File: config.mk
export PLATFORM = sky130hd
export DESIGN_NAME = htfd_frame_decoder
export DESIGN_NICKNAME = d
export VERILOG_FILES = /design/src/common/htfd_pkg.sv /design/src/hdl/htfd_sync.sv /design/src/hdl/htfd_frame_decoder.sv
export SDC_FILE = /design/constraint.sdc
export NUM_CORES = 1
export LEC_CHECK = 0
export BUFFER_PORTS_ARGS = -buffer_cell sky130_fd_sc_hd__buf_2
export CAP_MARGIN = 20
export CORE_MARGIN = 2
export CORE_UTILIZATION = 45
export DETAILED_ROUTE_END_ITERATION = 8
export GPL_TIMING_DRIVEN = 0
export HOLD_SLACK_MARGIN = 0.12
export PLACE_DENSITY = 0.63
export SYNTH_ARGS = -nofsm -noshare
export SYNTH_HDL_FRONTEND = slang
export SYNTH_SLANG_ARGS = --single-unit
File: constraint.sdc
create_clock -name sys_clk -period 5.7 [get_ports sys_clk]
set_input_delay 0.855 -clock sys_clk [delete_from_list [all_inputs] [get_ports sys_clk]]
set_output_delay 0.855 -clock sys_clk [all_outputs]
set_load 0.1 [all_outputs]
File: src/common/htfd_pkg.sv
// package: constants and types of the host transport frame decoder
// Operation
// a frame is one 16-bit command word, then zero or more data words
// parallel and serial ports feed one shared command decoder
// address is 8-bit page plus 7-bit offset, 16-bit locations
// up to 257 pages of 128 locations each
// non-direct accesses use the page register, changed only by page select
// direct access reaches the direct page and leaves the page register alone
// page select loads the command low byte into the page register
// paged offset access starts at the 7-bit offset on the current page
// length plus one data words follow, 1 to 128 locations; start and continue take 8-bit lengths, up to 256
// address increments after each data word
// read/write bit: 0 reads, 1 writes
// host keeps direct page offsets within 0 to 119
// host port sustains 16-bit words at up to 10 MHz
// data words move over the internal bus like a host-driven dma
// parallel port is 8 or 16 bits, width and strobes from config pins
// serial port is a 4-wire synchronous slave carrying the same frames
// start paged access begins at offset zero, 8-bit length
// continue paged access resumes after the last paged word
// configure command stores wait, interrupt drive and byte order options
// bit 15 clear is paged offset; high byte below f8 is direct offset
// f8/f9 start, fa/fb continue, fd configure, fe page, ffff no-op
// no-op touches neither page register nor memory, no data words
package htfd_pkg;
  localparam int WORD_W = 16;
  localparam int SYS_HZ = 20_000_000;
  localparam int HOST_HZ = 10_000_000;
  localparam int WORD_CYC = SYS_HZ / HOST_HZ;
  localparam logic [8:0] DIRECT_PAGE = 9'h100;
  localparam logic [6:0] OFF_ZERO = 7'h00;
  localparam logic [7:0] DIRECT_LIMIT = 8'hf8;
  localparam logic [5:0] PAGED_STREAM = 6'h3e;
  localparam logic [7:0] CMD_CFG = 8'hfd;
  localparam logic [7:0] CMD_PAGE = 8'hfe;
  localparam logic [7:0] CMD_NOP = 8'hff;
  localparam int HI_LSB = 8;
  localparam int RW_BIT = 7;
  localparam int CFG_W = 5;
  localparam logic [2:0] CONF_SERIAL = 3'h4;
  localparam int CONF_SEP_BIT = 0;
  localparam int CONF_WIDE_BIT = 1;
  localparam int CONF_SER_BIT = 2;
  localparam logic [1:0] SETTLE = 2'h3;
  localparam logic [3:0] SPI_LAST = 4'hf;
  localparam logic [24:0] PIN_IDLE = {3'h0, 3'h7, 16'h0000, 3'h4};
  localparam logic [7:0] REG_CTRL = 8'h00;
  localparam logic [7:0] REG_STAT = 8'h04;
  localparam logic [7:0] REG_FRAMES = 8'h08;
  localparam logic CTRL_EN_RST = 1'b1;
  localparam logic [1:0] RESP_OK = 2'b00;
  localparam logic [1:0] RESP_SLVERR = 2'b10;
  typedef struct packed {
    logic int_ttl;
    logic wait_open;
    logic wait_en;
    logic wait_hi;
    logic little;
  } htfd_cfg_t;
  localparam htfd_cfg_t CFG_RST = '0;
  typedef struct packed {
    logic req;
    logic we;
    logic [15:0] addr;
    logic [15:0] wdata;
  } htfd_mem_t;
  typedef enum logic [2:0] {S_CMD, S_WDATA, S_WMEM, S_RMEM, S_RHOLD} htfd_state_t;
endpackage

File: src/hdl/htfd_sync.sv
// module: two-flop synchroniser for pin inputs
module htfd_sync #(
  parameter int WIDTH = 1,
  parameter logic [WIDTH-1:0] RST_VAL = '0
) (
  input wire logic sys_clk,
  input wire logic rst_b,
  input wire logic [WIDTH-1:0] d_in,
  output logic [WIDTH-1:0] q_r
);
  logic [WIDTH-1:0] meta_r;
  always_ff @(posedge sys_clk or negedge rst_b) begin
    if (!rst_b) begin
      meta_r <= RST_VAL;
      q_r <= RST_VAL;
    end else begin
      meta_r <= d_in;
      q_r <= meta_r;
    end
  end
endmodule // htfd_sync

File: src/hdl/htfd_frame_decoder.sv
// module: host port transport frame decoder with register slave
module htfd_frame_decoder #(
  parameter int ADDR_W = 8
) (
  input wire logic sys_clk,
  input wire logic rst_b,
  input wire logic [2:0] conf_pins,
  input wire logic par_cs_b,
  input wire logic par_rd_b,
  input wire logic par_wr_b,
  input wire logic [15:0] par_din,
  output logic [15:0] par_dout,
  output logic par_oe,
  output logic wait_out,
  output logic wait_oe,
  input wire logic spi_cs_b,
  input wire logic spi_sclk,
  input wire logic spi_mosi,
  output logic spi_miso,
  output logic spi_miso_oe,
  output htfd_pkg::htfd_mem_t mem_out,
  input wire logic mem_ack,
  input wire logic [15:0] mem_rdata,
  input wire logic [ADDR_W-1:0] s_axi_awaddr,
  input wire logic s_axi_awvalid,
  output logic s_axi_awready,
  input wire logic [31:0] s_axi_wdata,
  input wire logic [3:0] s_axi_wstrb,
  input wire logic s_axi_wvalid,
  output logic s_axi_wready,
  output logic [1:0] s_axi_bresp,
  output logic s_axi_bvalid,
  input wire logic s_axi_bready,
  input wire logic [ADDR_W-1:0] s_axi_araddr,
  input wire logic s_axi_arvalid,
  output logic s_axi_arready,
  output logic [31:0] s_axi_rdata,
  output logic [1:0] s_axi_rresp,
  output logic s_axi_rvalid,
  input wire logic s_axi_rready
);
  import htfd_pkg::*;

  if (ADDR_W < 4 || ADDR_W > 8) begin : g_chk
    $error("ADDR_W must lie between 4 and 8");
  end
  // pin sync costs two clocks, so the core clock must be at least twice the word rate
  if (WORD_CYC < 2) begin : g_rate
    $error("system clock too slow for the host word rate");
  end

  // ----------------------------------------------------------------
  // pin synchronisers
  // ----------------------------------------------------------------
  localparam int SYNC_W = 25;
  logic [SYNC_W-1:0] pin_s;
  wire logic [SYNC_W-1:0] pin_raw = {conf_pins, par_cs_b, par_rd_b, par_wr_b, par_din,
                                     spi_cs_b, spi_sclk, spi_mosi};
  htfd_sync #(.WIDTH(SYNC_W), .RST_VAL(PIN_IDLE)) u_sync (
    .sys_clk(sys_clk),
    .rst_b(rst_b),
    .d_in(pin_raw),
    .q_r(pin_s)
  );
  wire logic [2:0] conf_s = pin_s[24:22];
  wire logic pcs_b_s = pin_s[21];
  wire logic prd_b_s = pin_s[20];
  wire logic pwr_b_s = pin_s[19];
  wire logic [15:0] pdin_s = pin_s[18:3];
  wire logic scs_b_s = pin_s[2];
  wire logic sck_s = pin_s[1];
  wire logic mosi_s = pin_s[0];

  // ----------------------------------------------------------------
  // strap capture and port mode
  // ----------------------------------------------------------------
  logic [1:0] settle_r;
  logic [2:0] mode_r;
  logic ctrl_en_r;
  // straps follow the pins until settled, then freeze
  always_ff @(posedge sys_clk or negedge rst_b) begin
    if (!rst_b) begin
      settle_r <= '0;
      mode_r <= '0;
    end else if (settle_r != SETTLE) begin
      settle_r <= settle_r + 2'h1;
      mode_r <= conf_s;
    end
  end
  wire logic port_on = ctrl_en_r & (settle_r == SETTLE);
  wire logic ser_mode = (mode_r == CONF_SERIAL);
  wire logic par_mode = ~mode_r[CONF_SER_BIT];
  wire logic wide = mode_r[CONF_WIDE_BIT];
  wire logic sep = mode_r[CONF_SEP_BIT];

  // ----------------------------------------------------------------
  // core state
  // ----------------------------------------------------------------
  htfd_state_t st_r;
  htfd_cfg_t cfg_r;
  logic [7:0] page_r;
  logic [15:0] addr_r, cont_r, tx_r, wdata_r, frames_r;
  logic [8:0] cnt_r;
  logic we_r, paged_r, req_r;

  // ----------------------------------------------------------------
  // parallel port
  // ----------------------------------------------------------------
  logic p_rd_r, p_wr_r, ph_r;
  logic [7:0] byte_r;
  logic [15:0] dlat_r;
  wire logic p_cs = ~pcs_b_s & par_mode & port_on;
  // combined style: write strobe is the data strobe, read line is r/w level
  wire logic p_rd = p_cs & (sep ? ~prd_b_s : (~pwr_b_s & prd_b_s));
  wire logic p_wr = p_cs & (sep ? ~pwr_b_s : (~pwr_b_s & ~prd_b_s));
  wire logic p_rd_end = p_rd_r & ~p_rd;
  wire logic p_wr_end = p_wr_r & ~p_wr;
  wire logic p_word = wide | ph_r;
  wire logic par_rx_v = p_wr_end & p_word;
  wire logic par_take = p_rd_end & p_word;
  wire logic [15:0] par_rx_w = wide ? dlat_r :
                               (cfg_r.little ? {dlat_r[7:0], byte_r} : {byte_r, dlat_r[7:0]});
  wire logic sel_hi = ~(ph_r ^ cfg_r.little);
  wire logic [7:0] tx_byte = sel_hi ? tx_r[15:8] : tx_r[7:0];
  always_ff @(posedge sys_clk or negedge rst_b) begin
    if (!rst_b) begin
      p_rd_r <= 1'b0;
      p_wr_r <= 1'b0;
      ph_r <= 1'b0;
      byte_r <= '0;
      dlat_r <= '0;
    end else begin
      p_rd_r <= p_rd;
      p_wr_r <= p_wr;
      // bus data is gone by the strobe's end, so keep it while active
      if (p_wr) begin
        dlat_r <= pdin_s;
      end
      if (!wide && (p_rd_end || p_wr_end)) begin
        ph_r <= ~ph_r;
        byte_r <= dlat_r[7:0];
      end
    end
  end
  always_ff @(posedge sys_clk or negedge rst_b) begin
    if (!rst_b) begin
      par_oe <= 1'b0;
      par_dout <= '0;
    end else begin
      par_oe <= p_rd;
      par_dout <= wide ? tx_r : {8'h00, tx_byte};
    end
  end

  // ----------------------------------------------------------------
  // serial port, mode 0, msb first
  // ----------------------------------------------------------------
  logic sck_r;
  logic [3:0] bit_r;
  logic [15:0] srx_r, stx_r;
  wire logic s_cs = ~scs_b_s & ser_mode & port_on;
  wire logic s_rise = s_cs & sck_s & ~sck_r;
  wire logic s_fall = s_cs & ~sck_s & sck_r;
  wire logic s_rx_v = s_rise & (bit_r == SPI_LAST);
  wire logic [15:0] s_rx_w = {srx_r[14:0], mosi_s};
  always_ff @(posedge sys_clk or negedge rst_b) begin
    if (!rst_b) begin
      sck_r <= 1'b0;
      bit_r <= '0;
      srx_r <= '0;
      stx_r <= '0;
      spi_miso <= 1'b0;
      spi_miso_oe <= 1'b0;
    end else begin
      sck_r <= sck_s;
      spi_miso_oe <= s_cs;
      if (!s_cs) begin
        bit_r <= '0;
      end else if (s_rise) begin
        srx_r <= s_rx_w;
        bit_r <= bit_r + 4'h1;
      end
      // between words the shifter tracks the latest fetched word
      if (bit_r == 4'h0 && !sck_s) begin
        stx_r <= tx_r;
        spi_miso <= tx_r[15];
      end else if (s_fall) begin
        stx_r <= {stx_r[14:0], 1'b0};
        spi_miso <= stx_r[14];
      end
    end
  end

  // ----------------------------------------------------------------
  // command decode, shared by both ports
  // ----------------------------------------------------------------
  wire logic rx_v = ser_mode ? s_rx_v : par_rx_v;
  wire logic [15:0] rx_w = ser_mode ? s_rx_w : par_rx_w;
  wire logic take = ser_mode ? s_rx_v : par_take;
  wire logic [7:0] hi = rx_w[15:HI_LSB];
  wire logic [7:0] lo = rx_w[7:0];
  wire logic [6:0] off = rx_w[14:HI_LSB];
  wire logic is_pofs = ~rx_w[15];
  wire logic is_dofs = rx_w[15] & (hi < DIRECT_LIMIT);
  wire logic is_strm = (hi[7:2] == PAGED_STREAM);
  wire logic is_cont = is_strm & hi[1];
  wire logic is_cfg = (hi == CMD_CFG);
  wire logic is_page = (hi == CMD_PAGE);
  wire logic is_xfer = is_pofs | is_dofs | is_strm;
  wire logic cmd_v = (st_r == S_CMD) & rx_v;
  // paged offset and start targets use the page register, continue resumes at cont_r, direct targets page 256
  wire logic [15:0] x_base = is_pofs ? {1'b0, page_r, off} :
                             is_dofs ? {DIRECT_PAGE, off} :
                             is_cont ? cont_r :
                             {1'b0, page_r, OFF_ZERO};
  wire logic [8:0] x_len = is_strm ? {1'b0, lo} : {2'b00, rx_w[6:0]};
  wire logic x_we = is_strm ? hi[0] : rx_w[RW_BIT];
  wire logic last = (cnt_r == 9'h001);
  wire logic busy = (st_r == S_WMEM) | (st_r == S_RMEM);

  // ----------------------------------------------------------------
  // transfer engine
  // ----------------------------------------------------------------
  always_ff @(posedge sys_clk or negedge rst_b) begin
    if (!rst_b) begin
      st_r <= S_CMD;
      page_r <= '0;
      cfg_r <= CFG_RST;
      addr_r <= '0;
      cont_r <= '0;
      cnt_r <= '0;
      we_r <= 1'b0;
      paged_r <= 1'b0;
      req_r <= 1'b0;
      wdata_r <= '0;
      tx_r <= '0;
      frames_r <= '0;
    end else begin
      case (st_r)
        S_CMD: begin
          if (rx_v && is_xfer) begin
            addr_r <= x_base;
            cnt_r <= x_len + 9'h001;
            we_r <= x_we;
            paged_r <= ~is_dofs;
            req_r <= ~x_we;
            st_r <= x_we ? S_WDATA : S_RMEM;
          end else if (rx_v && is_page) begin
            page_r <= lo;
          end else if (rx_v && is_cfg) begin
            cfg_r <= lo[CFG_W-1:0];
          end
        end
        S_WDATA: begin
          if (rx_v) begin
            wdata_r <= rx_w;
            req_r <= 1'b1;
            st_r <= S_WMEM;
          end
        end
        S_WMEM, S_RMEM: begin
          if (mem_ack) begin
            req_r <= 1'b0;
            // resume point for a later continue access
            if (paged_r) begin
              cont_r <= addr_r + 16'h0001;
            end
            if (st_r == S_RMEM) begin
              tx_r <= mem_rdata;
              st_r <= S_RHOLD;
            end else begin
              cnt_r <= cnt_r - 9'h001;
              addr_r <= addr_r + 16'h0001;
              st_r <= last ? S_CMD : S_WDATA;
              frames_r <= last ? frames_r + 16'h0001 : frames_r;
            end
          end
        end
        S_RHOLD: begin
          if (take) begin
            cnt_r <= cnt_r - 9'h001;
            addr_r <= addr_r + 16'h0001;
            req_r <= ~last;
            st_r <= last ? S_CMD : S_RMEM;
            frames_r <= last ? frames_r + 16'h0001 : frames_r;
          end
        end
        default: st_r <= S_CMD;
      endcase
    end
  end
  assign mem_out = '{req: req_r, we: we_r, addr: addr_r, wdata: wdata_r};

  // ----------------------------------------------------------------
  // wait pin: asserted while a word is in flight on the internal bus and the parallel port is selected
  // ----------------------------------------------------------------
  wire logic w_act = busy & p_cs;
  always_ff @(posedge sys_clk or negedge rst_b) begin
    if (!rst_b) begin
      wait_out <= 1'b1;
      wait_oe <= 1'b0;
    end else begin
      wait_out <= w_act ^ ~cfg_r.wait_hi;
      wait_oe <= cfg_r.wait_en & (~cfg_r.wait_open | w_act);
    end
  end

  // ----------------------------------------------------------------
  // register slave
  // ----------------------------------------------------------------
  logic aw_got_r, w_got_r;
  logic [7:0] awa_r;
  logic [31:0] wd_r;
  logic [3:0] ws_r;
  wire logic [7:0] awa = 8'(s_axi_awaddr);
  wire logic [7:0] ara = 8'(s_axi_araddr);
  wire logic w_map = (awa_r == REG_CTRL) | (awa_r == REG_STAT) | (awa_r == REG_FRAMES);
  wire logic r_map = (ara == REG_CTRL) | (ara == REG_STAT) | (ara == REG_FRAMES);
  wire logic [31:0] stat_w = {16'h0000, (settle_r == SETTLE), ser_mode, (st_r != S_CMD),
                              cfg_r, page_r};
  wire logic [31:0] rd_w = (ara == REG_CTRL) ? {31'h0, ctrl_en_r} :
                           (ara == REG_STAT) ? stat_w :
                           (ara == REG_FRAMES) ? {16'h0000, frames_r} : 32'h0;
  wire logic do_wr = aw_got_r & w_got_r & ~s_axi_bvalid;
  always_ff @(posedge sys_clk or negedge rst_b) begin
    if (!rst_b) begin
      aw_got_r <= 1'b0;
      w_got_r <= 1'b0;
      awa_r <= '0;
      wd_r <= '0;
      ws_r <= '0;
      s_axi_awready <= 1'b1;
      s_axi_wready <= 1'b1;
      s_axi_bvalid <= 1'b0;
      s_axi_bresp <= RESP_OK;
      ctrl_en_r <= CTRL_EN_RST;
    end else begin
      if (s_axi_awvalid && s_axi_awready) begin
        aw_got_r <= 1'b1;
        awa_r <= awa;
        s_axi_awready <= 1'b0;
      end
      if (s_axi_wvalid && s_axi_wready) begin
        w_got_r <= 1'b1;
        wd_r <= s_axi_wdata;
        ws_r <= s_axi_wstrb;
        s_axi_wready <= 1'b0;
      end
      if (do_wr) begin
        aw_got_r <= 1'b0;
        w_got_r <= 1'b0;
        s_axi_bvalid <= 1'b1;
        s_axi_bresp <= w_map ? RESP_OK : RESP_SLVERR;
        if (awa_r == REG_CTRL && ws_r[0]) begin
          ctrl_en_r <= wd_r[0];
        end
      end
      if (s_axi_bvalid && s_axi_bready) begin
        s_axi_bvalid <= 1'b0;
        s_axi_awready <= 1'b1;
        s_axi_wready <= 1'b1;
      end
    end
  end
  always_ff @(posedge sys_clk or negedge rst_b) begin
    if (!rst_b) begin
      s_axi_arready <= 1'b1;
      s_axi_rvalid <= 1'b0;
      s_axi_rdata <= '0;
      s_axi_rresp <= RESP_OK;
    end else if (s_axi_arvalid && s_axi_arready) begin
      s_axi_arready <= 1'b0;
      s_axi_rvalid <= 1'b1;
      s_axi_rdata <= rd_w;
      s_axi_rresp <= r_map ? RESP_OK : RESP_SLVERR;
    end else if (s_axi_rvalid && s_axi_rready) begin
      s_axi_rvalid <= 1'b0;
      s_axi_arready <= 1'b1;
    end
  end
endmodule // htfd_frame_decoder

After elaboration in Yosys (flattened, before gate mapping):

Cells that the tools add are included.

* output and inout port bits: 96
* bits in writable memories: 0
* memories kept: 0
* memory bits (read-only): 0
* bits in latches: 0
* bits of input ports: 101
* logic and storage cells: 241
* flip-flop bits (word level): 299

* multipliers: 0
* shift-type cells: 0
* equality and inequality tests: 22
* bitwise operators: 54
* magnitude comparators: 1
* div/mod/pow operators: 0
* multiplexer cells: 68
* reduce and logical (&&, ||, !) cells: 42
* add/sub/neg operators: 6

Operator list (count)
* $mux W16: 18
* $pmux W16 S3: 1
* $mux W9: 4
* $add A16 B1 Y16 const B: 2
* $pmux W16 S2: 1
* $mux W15: 2
* $pmux W9 S3: 1
* $mux W1: 26
* $and A1 B1 Y1: 24
* $not A1 Y1: 19
* $eq A8 B3 Y1 const B: 2
* $eq A8 B4 Y1 const B: 2
* $eq A8 B8 Y1 const B: 2
* $logic_not A8 Y1: 2
* $mux W8: 2
* $reduce_bool A2 Y1: 8
* $mux W3: 5
* $pmux W3 S4: 1
* $reduce_and A4 Y1: 3
* $logic_and A1 B1 Y1: 11
* $ne A2 B2 Y1 const B: 5
* $reduce_and A5 Y1: 2
* $add A8 B1 Y9 const B: 1
* $eq A9 B1 Y1 const B: 1
* 25 further kinds: 48

Logic depth before layout (Yosys ltp):

Gate-level depths: netlist (run 1).

* word-level depth: 11
* mapped depth: 11
* mapped depth without buffers: 8

Cells and area by module:

Synthesis (run 1) repeated with hierarchy kept, for this count alone.

* cell total of the unflattened synthesis: 1042
* area total of the unflattened synthesis: 12214.2 um^2

By module, submodules not included
* htfd_frame_decoder: instances 1, cells each 992, area each 10953.0 um^2
* htfd_sync: instances 1, cells each 50, area each 1261.2 um^2

Worst setup path after synthesis (run 1):

OpenSTA, ideal clock, no wires.

* path type: reg2reg
* start: register addr_r[2]
* end: register addr_r[15]
* period minus slack after synthesis: 2946 ps
* cell stages (with the launch flop): 9
* slack: 2754 ps
* arrival: 2820 ps
* required time: 5574 ps
* setup time: 126 ps
* cell sequence: dfrtp_1 > nand3_1 > or3_1 > clkbuf_1 > or3_1 > nor2_1 > xnor2_1 > o22ai_1 > mux2_2

* word-level cells in the longest chain between the ends: 4

Ends and longest elaborated chain
* start, declared: line htfd_frame_decoder.sv:102 `logic [15:0] addr_r, cont_r, tx_r, wdata_r, frames_r;`
* start signal, assigned: line htfd_frame_decoder.sv:242 `addr_r <= x_base;`
* start signal, assigned: line htfd_frame_decoder.sv:273 `addr_r <= addr_r + 16'h0001;`
* start signal, assigned: line htfd_frame_decoder.sv:282 `addr_r <= addr_r + 16'h0001;`
* $add A16 B1 Y16 *: line htfd_frame_decoder.sv:273, htfd_frame_decoder.sv:282
* $mux W16: line htfd_frame_decoder.sv:268 `if (st_r == S_RMEM) begin`
* $mux W16: line htfd_frame_decoder.sv:262 `if (mem_ack) begin`
* $pmux W16 S3 *: line htfd_frame_decoder.sv:239 `case (st_r)`

Mark *: on every way between the ends. The rest lies on a longest branch, timed or not. The select of a mux whose other input is x is not followed.
A chain may end at the register's enable or synchronous reset.

Worst setup path in the final report (run 1):

* start: register st_r[2]
* end: register addr_r[14]

* word-level cells in the longest chain between the ends: 4

Ends and longest elaborated chain
* start, declared: line htfd_frame_decoder.sv:99 `htfd_state_t st_r;`
* start signal, assigned: line htfd_frame_decoder.sv:247 `st_r <= x_we ? S_WDATA : S_RMEM;`
* start signal, assigned: line htfd_frame_decoder.sv:274 `st_r <= last ? S_CMD : S_WDATA;`
* start signal, assigned: line htfd_frame_decoder.sv:284 `st_r <= last ? S_CMD : S_RMEM;`
* $eq A3 B2 Y1 (on tied branches): line htfd_frame_decoder.sv:239, htfd_frame_decoder.sv:268
* $reduce_or A2 Y1: line htfd_frame_decoder.sv:239
* $ne A2 B2 Y1 (no source line) / $reduce_bool A3 Y1 (equally long branches)
* $reduce_and A5 Y1 (no source line)

Parallel ways exist; a longest one is shown, timed or not.

==> summary.md, run 1 <==
| Metric | Value |
|---|---|
| Post-synth top flop | `dfrtp_1` |
| Worst hold path type | `input port to async pin` |
| Final setup vio count | `0` |
| Post-synth EDFFs | `0` |
| Post-layout util | `54.5%` |
| Final worst path period need | `roughly 3.5 ns` |
| Final Total Pwr | `6.88 mW` |
| Largest family of logic cells by synthesized area | `simple AND/OR/NAND/NOR gates` |
| #FFs+latches synth | `281` |
| Status | `completed` |
| Initial DRC count | `approximately 600` |
| Rel. slew slack | `roughly 26%` |
| DP Area | `around 14,000 sq um` |
| DRC Markers | `0` |
| Sequential-to-total area share from yosys stat | `a little under three fifths` |
| Post-synth ARST share | `100%` |
| Die area | `28,800 sq um` |
| Avg Cell Area, Syn | `roughly 11 sq um` |
| P&R area growth vs syn | `18.7%` |
| Worst skew pair latency | `roughly 0.56 ns` |
| Slowest library cell on the worst path | `o32ai_1` |
| Crit path launch type | `register` |
| Setup WS post-layout | `2.20 ns` |
| Crit path max-delay family | `compound AO/OA/AOI/OAI gates` |
| RSZ-0062 raised after global routing | `false` |
| Drt via density | `5.31` |
| Via count | `slightly below 9,000` |
| Post-CTS Setup Inserts | `0` |
| Placeable Area | `roughly 27,000 sq um` |
| H-Tree Depth | `1` |
| Hold-fix buffers, CTS | `0` |
| PwrDens | `between 400 and 500 nW/um^2` |
| Routed wire length | `between 20 and 30 mm` |
| CTS root buffer | `clkbuf_16` |
| Crit-path max FO | `10` |
| Worst Max-Slew Pin Slew | `approximately 1.1 ns` |
| Port Buffer Count | `~140` |
| Clk_skew | `between 0.02 and 0.025 ns` |
| Final ANT Viol Nets | `0` |
| Share of layout cells above drive strength 1 | `27.9%` |
| Synth Cell Area | `about 12,000 sq um` |
| Fin nets | `1,404` |
| Max cap viols | `0` |
| R2R setup slack | `~2.2 ns` |
| Setup crit end kind | `register` |
| Number of global-route vias before repair | `~8,700` |
| CP cell instances | `clkbuf_1 -> nor2b_1 -> a21oi_1 -> nand2_1 -> o32ai_1 -> a221oi_1 -> o2bb2ai_1` |
| Routed WL per cell | `17.7 um` |
| Gr ovfl total | `0` |
| Post-Synth Adder-Cell Area | `less than 1%` |
| Clock buffer depth | `3` |
| Yosys cell types | `79` |
| Xor and xnor fraction of the mapped netlist area | `roughly 2.8%` |
| WHS | `about 0.26 ns` |
| Worst R2R End | `addr_r[14]$_DFFE_PN0P_` |
| Global-route usage over all layers | `between 20% and 30%` |
| Worst vdd rail ir drop | `0.263 mV` |
| Mux cell area share after synthesis | `a little under an eighth` |
| Diode count | `0` |
| TritonCTS clock tree | `done` |
| Pre-CTS setup slack | `between 2 and 2.5 ns` |
| Starting Density | `45.9%` |
| CTS clk-pin slew, worst paths | `0.06 ns` |
| Cells after Synth | `~1,100` |
| Core Rows | `60` |
| Initial antenna violation count | `0` |
| CP Buf/Inv Count | `1` |
| Final GP Congestion | `around 0.88` |
| Largest net degree at the start of global routing | `roughly 120` |
| R2r startpoint | `st_r[2]$_DFFE_PN0P_` |
| Final instance area | `14,700 sq um` |
| First-pass GRT wire length | `between 40 and 50 mm` |
| Part of the cycle the worst path needs | `between 60% and 70%` |
| CTS-repair resized insts | `0` |
| Max-slew violations | `0` |
| Synth Area in Compound Gates | `a little over a tenth` |
| Vert. Die Dim | `170 um` |
| Fill cell count | `between 2,000 and 2,500` |
| Clock Sinks | `281` |
| Final Hold Violating Endpoints | `0` |
| CTS buffer count | `30` |
| Critical Path AT | `~4.0 ns` |
| Synth Area in Simple Gates | `a little over an eighth` |
| Final HPWL DP | `20.8 mm` |
| R2R cell count | `7` |
| Max Clock Freq | `~290 MHz` |
| Die width | `170 um` |
| CP required | `6.18 ns` |
| Synth warn | `0` |
| First drt pass iteration count | `5` |
| Number of top-level pins | `about 200` |
| Slowest cell delay on critical path | `0.94 ns` |
| Kind of critical path | `register to register` |
| Leak Pwr | `6.96 nW` |
[flip-flops by register name (all words and copies together), names as in the netlist, 4 cells and up]
register and flops:
s_axi_rdata 16, cont_r 16, tx_r 16, stx_r 15, page_r 8, bit_r 4, cnt_r 9, cfg_r 5
addr_r 16, awa_r 8, u_sync.q_r 25, frames_r 16, par_dout 16, dlat_r 16, srx_r 15, byte_r 8
u_sync.meta_r 25, wdata_r 16
[power breakdown]
part | total, mW | switching [mW] | internal [mW]
Combinational | 2.25 | 1.66 | 0.590
Sequential | 2.63 | 0.270 | 2.36
Clock | 2.00 | 0.801 | 1.20
Total | 6.88 | 2.73 | 4.15
[per-stage QoR]
stage,std cells,TNS [ns]
2_1_floorplan,1115,0
3_5_place_dp,1603,0
3_3_place_gp,1600,-380.89
4_1_cts,1657,0
5_1_grt,1658,0
6_report,1658,0
[metal layers]
layer / track usage, % / part of all wire (%) / vias to the layer above
met3: 3.14 / 4.8 / 46
met2: 33.2 / 47 / 209
met5: 0 / 0 / -
met1: 29.6 / 46 / 4333
li1: - / - / 4213
met4: 5.43 / 1.8 / 0
[worst max path at each step]
stage | startpoint | to | depth (start not counted)
2_1_floorplan | addr_r[2]$_DFFE_PN0P_ | addr_r[15]$_DFFE_PN0P_ | 8
3_3_place_gp | rst_b | awa_r[4]$_DFFE_PN0P_ | 1
3_5_place_dp | st_r[2]$_DFFE_PN0P_ | addr_r[7]$_DFFE_PN0P_ | 7
4_1_cts | settle_r[0]$_DFFE_PN0P_ | paged_r$_DFFE_PN0P_ | 11
5_1_grt | st_r[2]$_DFFE_PN0P_ | addr_r[14]$_DFFE_PN0P_ | 7
6_report | st_r[2]$_DFFE_PN0P_ | addr_r[14]$_DFFE_PN0P_ | 7
[layout by cell type (no fill, tap or decap), types with 6 or more instances in the layout]
cell | Yosys | routed
a21oi_1 | 25 | 25
a22oi_1 | 12 | 12
a31oi_1 | 16 | 16
and2_1 | 9 | 9
and3_1 | 7 | 7
buf_2 | 11 | 155
buf_4 | 24 | 24
clkbuf_1 | 32 | 37
clkbuf_16 | 0 | 30
conb_1 | 1 | 18
dfrtp_1 | 268 | 268
dfstp_2 | 13 | 13
ha_1 | 8 | 8
inv_1 | 21 | 21
mux2_2 | 94 | 94
mux2i_1 | 36 | 36
nand2_1 | 171 | 171
nand2b_1 | 8 | 8
nand3_1 | 34 | 34
nor2_1 | 39 | 39
nor2b_1 | 8 | 8
nor3_1 | 22 | 22
nor3b_1 | 6 | 6
o21ai_0 | 79 | 79
o21ai_1 | 7 | 7
o31ai_1 | 7 | 7
o32ai_1 | 6 | 6
xnor2_1 | 12 | 12
xor2_1 | 27 | 27
[final cells by class]
type | instances | area, sq um | area share (%)
Clock inverter | 15 | 204 | 1.39
Timing Repair Buffer | 148 | 796 | 5.42
Inverter | 22 | 82.6 | 0.562
Sequential cell | 281 | 7050 | 48.0
Buffer | 72 | 397 | 2.70
Multi-Input combinational cell | 740 | 4910 | 33.4
Clock buffer | 39 | 825 | 5.61
Tap cell | 341 | 427 | 2.90
[cells by family after synthesis]
logic type | Yosys count
other | 1
adders and majority gates | 8
AOI/OAI and AO/OA | 206
and+or+nand+nor | 338
DFF | 281
xor gates and xnor gates | 39
muxes | 131
buffers and inverters | 94
[cells in the mapped netlist, types with 6 or more instances]
master	number	area, sq um
a21oi_1	25	125
a22oi_1	12	90.1
a31oi_1	16	100
and2_1	9	56.3
and3_1	7	43.8
buf_2	11	55.1
buf_4	24	180
clkbuf_1	32	120
dfrtp_1	268	6710
dfstp_2	13	342
ha_1	8	100
inv_1	21	78.8
mux2_2	94	1060
mux2i_1	36	360
nand2_1	171	642
nand2b_1	8	50.1
nand3_1	34	170
nor2_1	39	146
nor2b_1	8	50.1
nor3_1	22	110
nor3b_1	6	45.0
o21ai_0	79	395
o21ai_1	7	35.0
o31ai_1	7	52.6
o32ai_1	6	52.6
xnor2_1	12	105
xor2_1	27	236
No activity file was read; power rests on OpenSTA's default activity.
==> run 2: changes to the inputs <==
--- a/config.mk
+++ b/config.mk
@@ -5,6 +5,7 @@
 export SDC_FILE = /design/constraint.sdc
 export NUM_CORES = 1
 export LEC_CHECK = 0
+export ABC_AREA = 1
 export BUFFER_PORTS_ARGS = -buffer_cell sky130_fd_sc_hd__buf_2
 export CAP_MARGIN = 20
 export CORE_MARGIN = 2
@@ -12,7 +13,7 @@
 export DETAILED_ROUTE_END_ITERATION = 8
 export GPL_TIMING_DRIVEN = 0
 export HOLD_SLACK_MARGIN = 0.12
-export PLACE_DENSITY = 0.63
+export PLACE_DENSITY = 0.65
 export SYNTH_ARGS = -nofsm -noshare
 export SYNTH_HDL_FRONTEND = slang
 export SYNTH_SLANG_ARGS = --single-unit
==> constraint.sdc (replaced) <==
create_clock -name sys_clk -period 2.85 [get_ports sys_clk]
set_input_delay 0.4275 -clock sys_clk [delete_from_list [all_inputs] [get_ports sys_clk]]
set_output_delay 0.4275 -clock sys_clk [all_outputs]
set_load 0.1 [all_outputs]
==> summary.md, run 2 <==
| Metric | Value |
|---|---|
| Status | `completed` |
| CP required | `between 3 and 4 ns` |
| Largest registers | `u_sync.meta_r: 25 flops, u_sync.q_r: 25 flops` |
| DP Area | `roughly 14,000 sq um` |
| First-pass GRT wire length | `49.6 mm` |
| Gate power share | `approximately a third` |
| Placeable Area | `approximately 28,000 sq um` |
| Internal | `8.62 mW` |
| Post-synth ARST share | `100%` |
| Number of global-route vias before repair | `10,046` |
| Gr ovfl total | `0` |
| Kind of critical path | `register to register` |
| Crit-path max FO | `10` |
| Count leader, synth | `nand2_1` |
| Rel. slew slack | `roughly 37%` |
| Cell taking the most area after synthesis | `dfrtp_1` |
| Worst Max-Slew Pin Slew | `~0.94 ns` |
| RSZ-0062 raised after global routing | `false` |
| Final setup vio count | `0` |
| Drt via density | `roughly 4.9` |
| Number of top-level pins | `197` |
| Yosys top cell area share | `approximately 53%` |
| Initial antenna violation count | `0` |
| Clock Sinks | `around 280` |
| Vert. Die Dim | `about 170 um` |
| Pre-CTS setup slack | `roughly 0.15 ns` |
| Critical Path AT | `3.09 ns` |
| Max cap viols | `0` |
| Flop pwr share | `between 30% and 40%` |
| Setup WS post-layout | `around 0.2 ns` |
| Final HPWL DP | `between 20 and 25 mm` |
| DRC Markers | `0` |
| Setup crit end kind | `register` |
| Sequential-to-total area share from yosys stat | `55.3%` |
| Routed wire length | `about 30 mm` |
| Setup TNS | `0 ns` |
| Largest net degree at the start of global routing | `about 120` |
| Clk pwr share | `about 29%` |
| Post-synth EDFFs | `0` |
| Fin nets | `roughly 1,800` |
| Crit path top cell by count | `buf_6` |
| Max Clock Freq | `377 MHz` |
| Final Hold Violating Endpoints | `0` |
| Part of the cycle the worst path needs | `about 93%` |
| Top cells by area, synth | `dfrtp_1 (53%), nand2_1 (15%), o21ai_0 (4.7%), inv_1 (4.0%), dfstp_2 (2.7%)` |
| Most frequent cells after synthesis | `nand2_1 (514), dfrtp_1 (268), inv_1 (137)` |
| Crit path max-delay family | `simple AND/OR/NAND/NOR gates` |
| CTS clk-pin slew, worst paths | `~0.06 ns` |
| Via count | `about 10,000` |
| Die area | `29,700 sq um` |
| Clock buffer depth | `3` |
| Worst hold path type | `input port to register` |
| Final ANT Viol Nets | `0` |
| Global-route usage over all layers | `between 20% and 30%` |
| TritonCTS clock tree | `done` |
| Port Buffer Count | `around 140` |
| H-Tree Depth | `1` |
| Commonest non-fill, non-tap cell in the layout | `nand2_1` |
| Max-slew violations | `0` |
| Worst skew pair latency | `around 0.57 ns` |
| Crit path launch type | `register` |
| CP Buf/Inv Count | `3` |
| #FFs+latches synth | `about 280` |
| Post-synth top flop | `dfrtp_1` |
| Most frequent cells in the layout | `nand2_1 (514), dfrtp_1 (268), buf_2 (150), inv_1 (137), o21ai_0 (119)` |
| P&R area growth vs syn | `23.2%` |
| PwrDens | `923 nW/um^2` |
| WHS | `0.137 ns` |
| Slowest cell delay on critical path | `around 0.73 ns` |
| Die width | `around 170 um` |
| Final GP Congestion | `0.897` |
| Post-layout util | `between 50% and 60%` |
| CTS buffer count | `29` |
| First drt pass iteration count | `7` |
| Worst vdd rail ir drop | `between 0.7 and 0.8 mV` |
| Initial DRC count | `slightly above 700` |
| Final worst path period need | `around 2.6 ns` |
| Synth Cell Area | `~13,000 sq um` |
| Diode count | `0` |
| CTS root buffer | `clkbuf_16` |
| CP cell instances | `buf_6 -> nor2_4 -> nand2_4 -> buf_6 -> o21ai_0 -> nand3_1 -> nor3_2 -> nand3_2 -> buf_6 -> nand2_1 -> o21ai_2` |
| Switching Fraction | `40.6%` |
| Share of layout cells above drive strength 1 | `a little under a fifth` |
| Routed WL per cell | `between 10 and 15 um` |
| Post-CTS Setup Inserts | `0` |
| Synth warn | `0` |
| Clk_skew | `about 0.0094 ns` |
| Yosys cell types | `50` |
| Cells after Synth | `1,478` |
| Starting Density | `between 40 and 50%` |
| Slowest library cell on the worst path | `o21ai_0` |
| Avg Cell Area, Syn | `8.63 sq um` |
| Leak Pwr | `8.00 nW` |
| Core Rows | `61` |
| Net Sw Power | `roughly 6 mW` |
| Final instance area | `~16,000 sq um` |
[run 2: per-stage QoR]
| step | total power [mW] | std cells |
|---|---|---|
| 3_5_place_dp | 10.3 | 2019 |
| 6_report | 14.5 | 2128 |
| 3_3_place_gp | 10.2 | 2017 |
| 2_1_floorplan | 9.12 | 1495 |
| 4_1_cts | 14.6 | 2128 |
| 5_1_grt | 15.3 | 2128 |
[run 2: area by class of cell]
cell class,count,area [sq um]
multi-input combinational,1001,4790
clock inverter,19,280
fill,2501,12200
sequential,281,7050
tap,378,473
buffer,64,418
clock buffer,35,788
inverter,149,562
timing repair buffer,201,1340
[run 2: repair_timing]
action,in CTS,in global routing
hold buffers,55,0
endpoints found under the hold margin,118,0
gates resized for setup,0,4
setup endpoints to repair,0,31
[run 2: metal layers]
metal	up-vias	global-route usage, %	part of all wire, %
li1	5156	-	-
met2	236	34.7	47
met1	4988	28.8	46
met4	0	5.19	2.1
met3	50	2.70	4.3
met5	-	0	0
[run 2: power groups by stage]
stage	logic, mW	clock network [mW]	registers, mW
3_3_place_gp	4.81	0	5.40
6_report	4.98	4.16	5.36
2_1_floorplan	2.45	0	6.67
5_1_grt	5.45	4.41	5.46
3_5_place_dp	4.89	0	5.41
4_1_cts	4.98	4.26	5.35
[run 2: final timing paths]
kind | from | end | slack (ns) | cells after the start
max | mode_r[1]$_DFFE_PN0P_ | page_r[6]$_DFFE_PN0P_ | 0.20 | 11
min | mem_rdata[11] | tx_r[11]$_DFFE_PN0P_ | 0.14 | 3
max reg2reg | mode_r[1]$_DFFE_PN0P_ | page_r[6]$_DFFE_PN0P_ | 0.20 | 11
min reg2reg | u_sync.meta_r[9]$_DFF_PN0_ | u_sync.q_r[9]$_DFF_PN0_ | 0.35 | 0
max in group asynchronous | rst_b | dlat_r[14]$_DFFE_PN0P_ | 1.02 | 4
min in group asynchronous | rst_b | s_axi_rdata[2]$_DFFE_PN0P_ | 0.40 | 2
[run 2: kinds of logic (layout without fill, tap and decap cells)]
| group | after synthesis | count (layout) | synth area share (%) |
|---|---|---|---|
| multiplexers | 9 | 9 | 0.785 |
| other | 1 | 18 | 0.0294 |
| buffers and inverters | 213 | 468 | 7.67 |
| AND/OR/NAND/NOR | 743 | 743 | 24.9 |
| flip-flops | 281 | 281 | 55.3 |
| AO/OA/AOI/OAI | 192 | 192 | 8.45 |
| XOR/XNOR | 31 | 31 | 2.13 |
| adder cells (fa/ha/maj) | 8 | 8 | 0.785 |
[run 2: worst register-to-register path, stage by stage, from the launching register on]
cell and delay [ns]:
dfrtp_1 0.37, buf_6 0.15, nor2_4 0.10, nand2_4 0.10
buf_6 0.17, o21ai_0 0.73, nand3_1 0.21, nor3_2 0.17
nand3_2 0.18, buf_6 0.23, nand2_1 0.07, o21ai_2 0.05
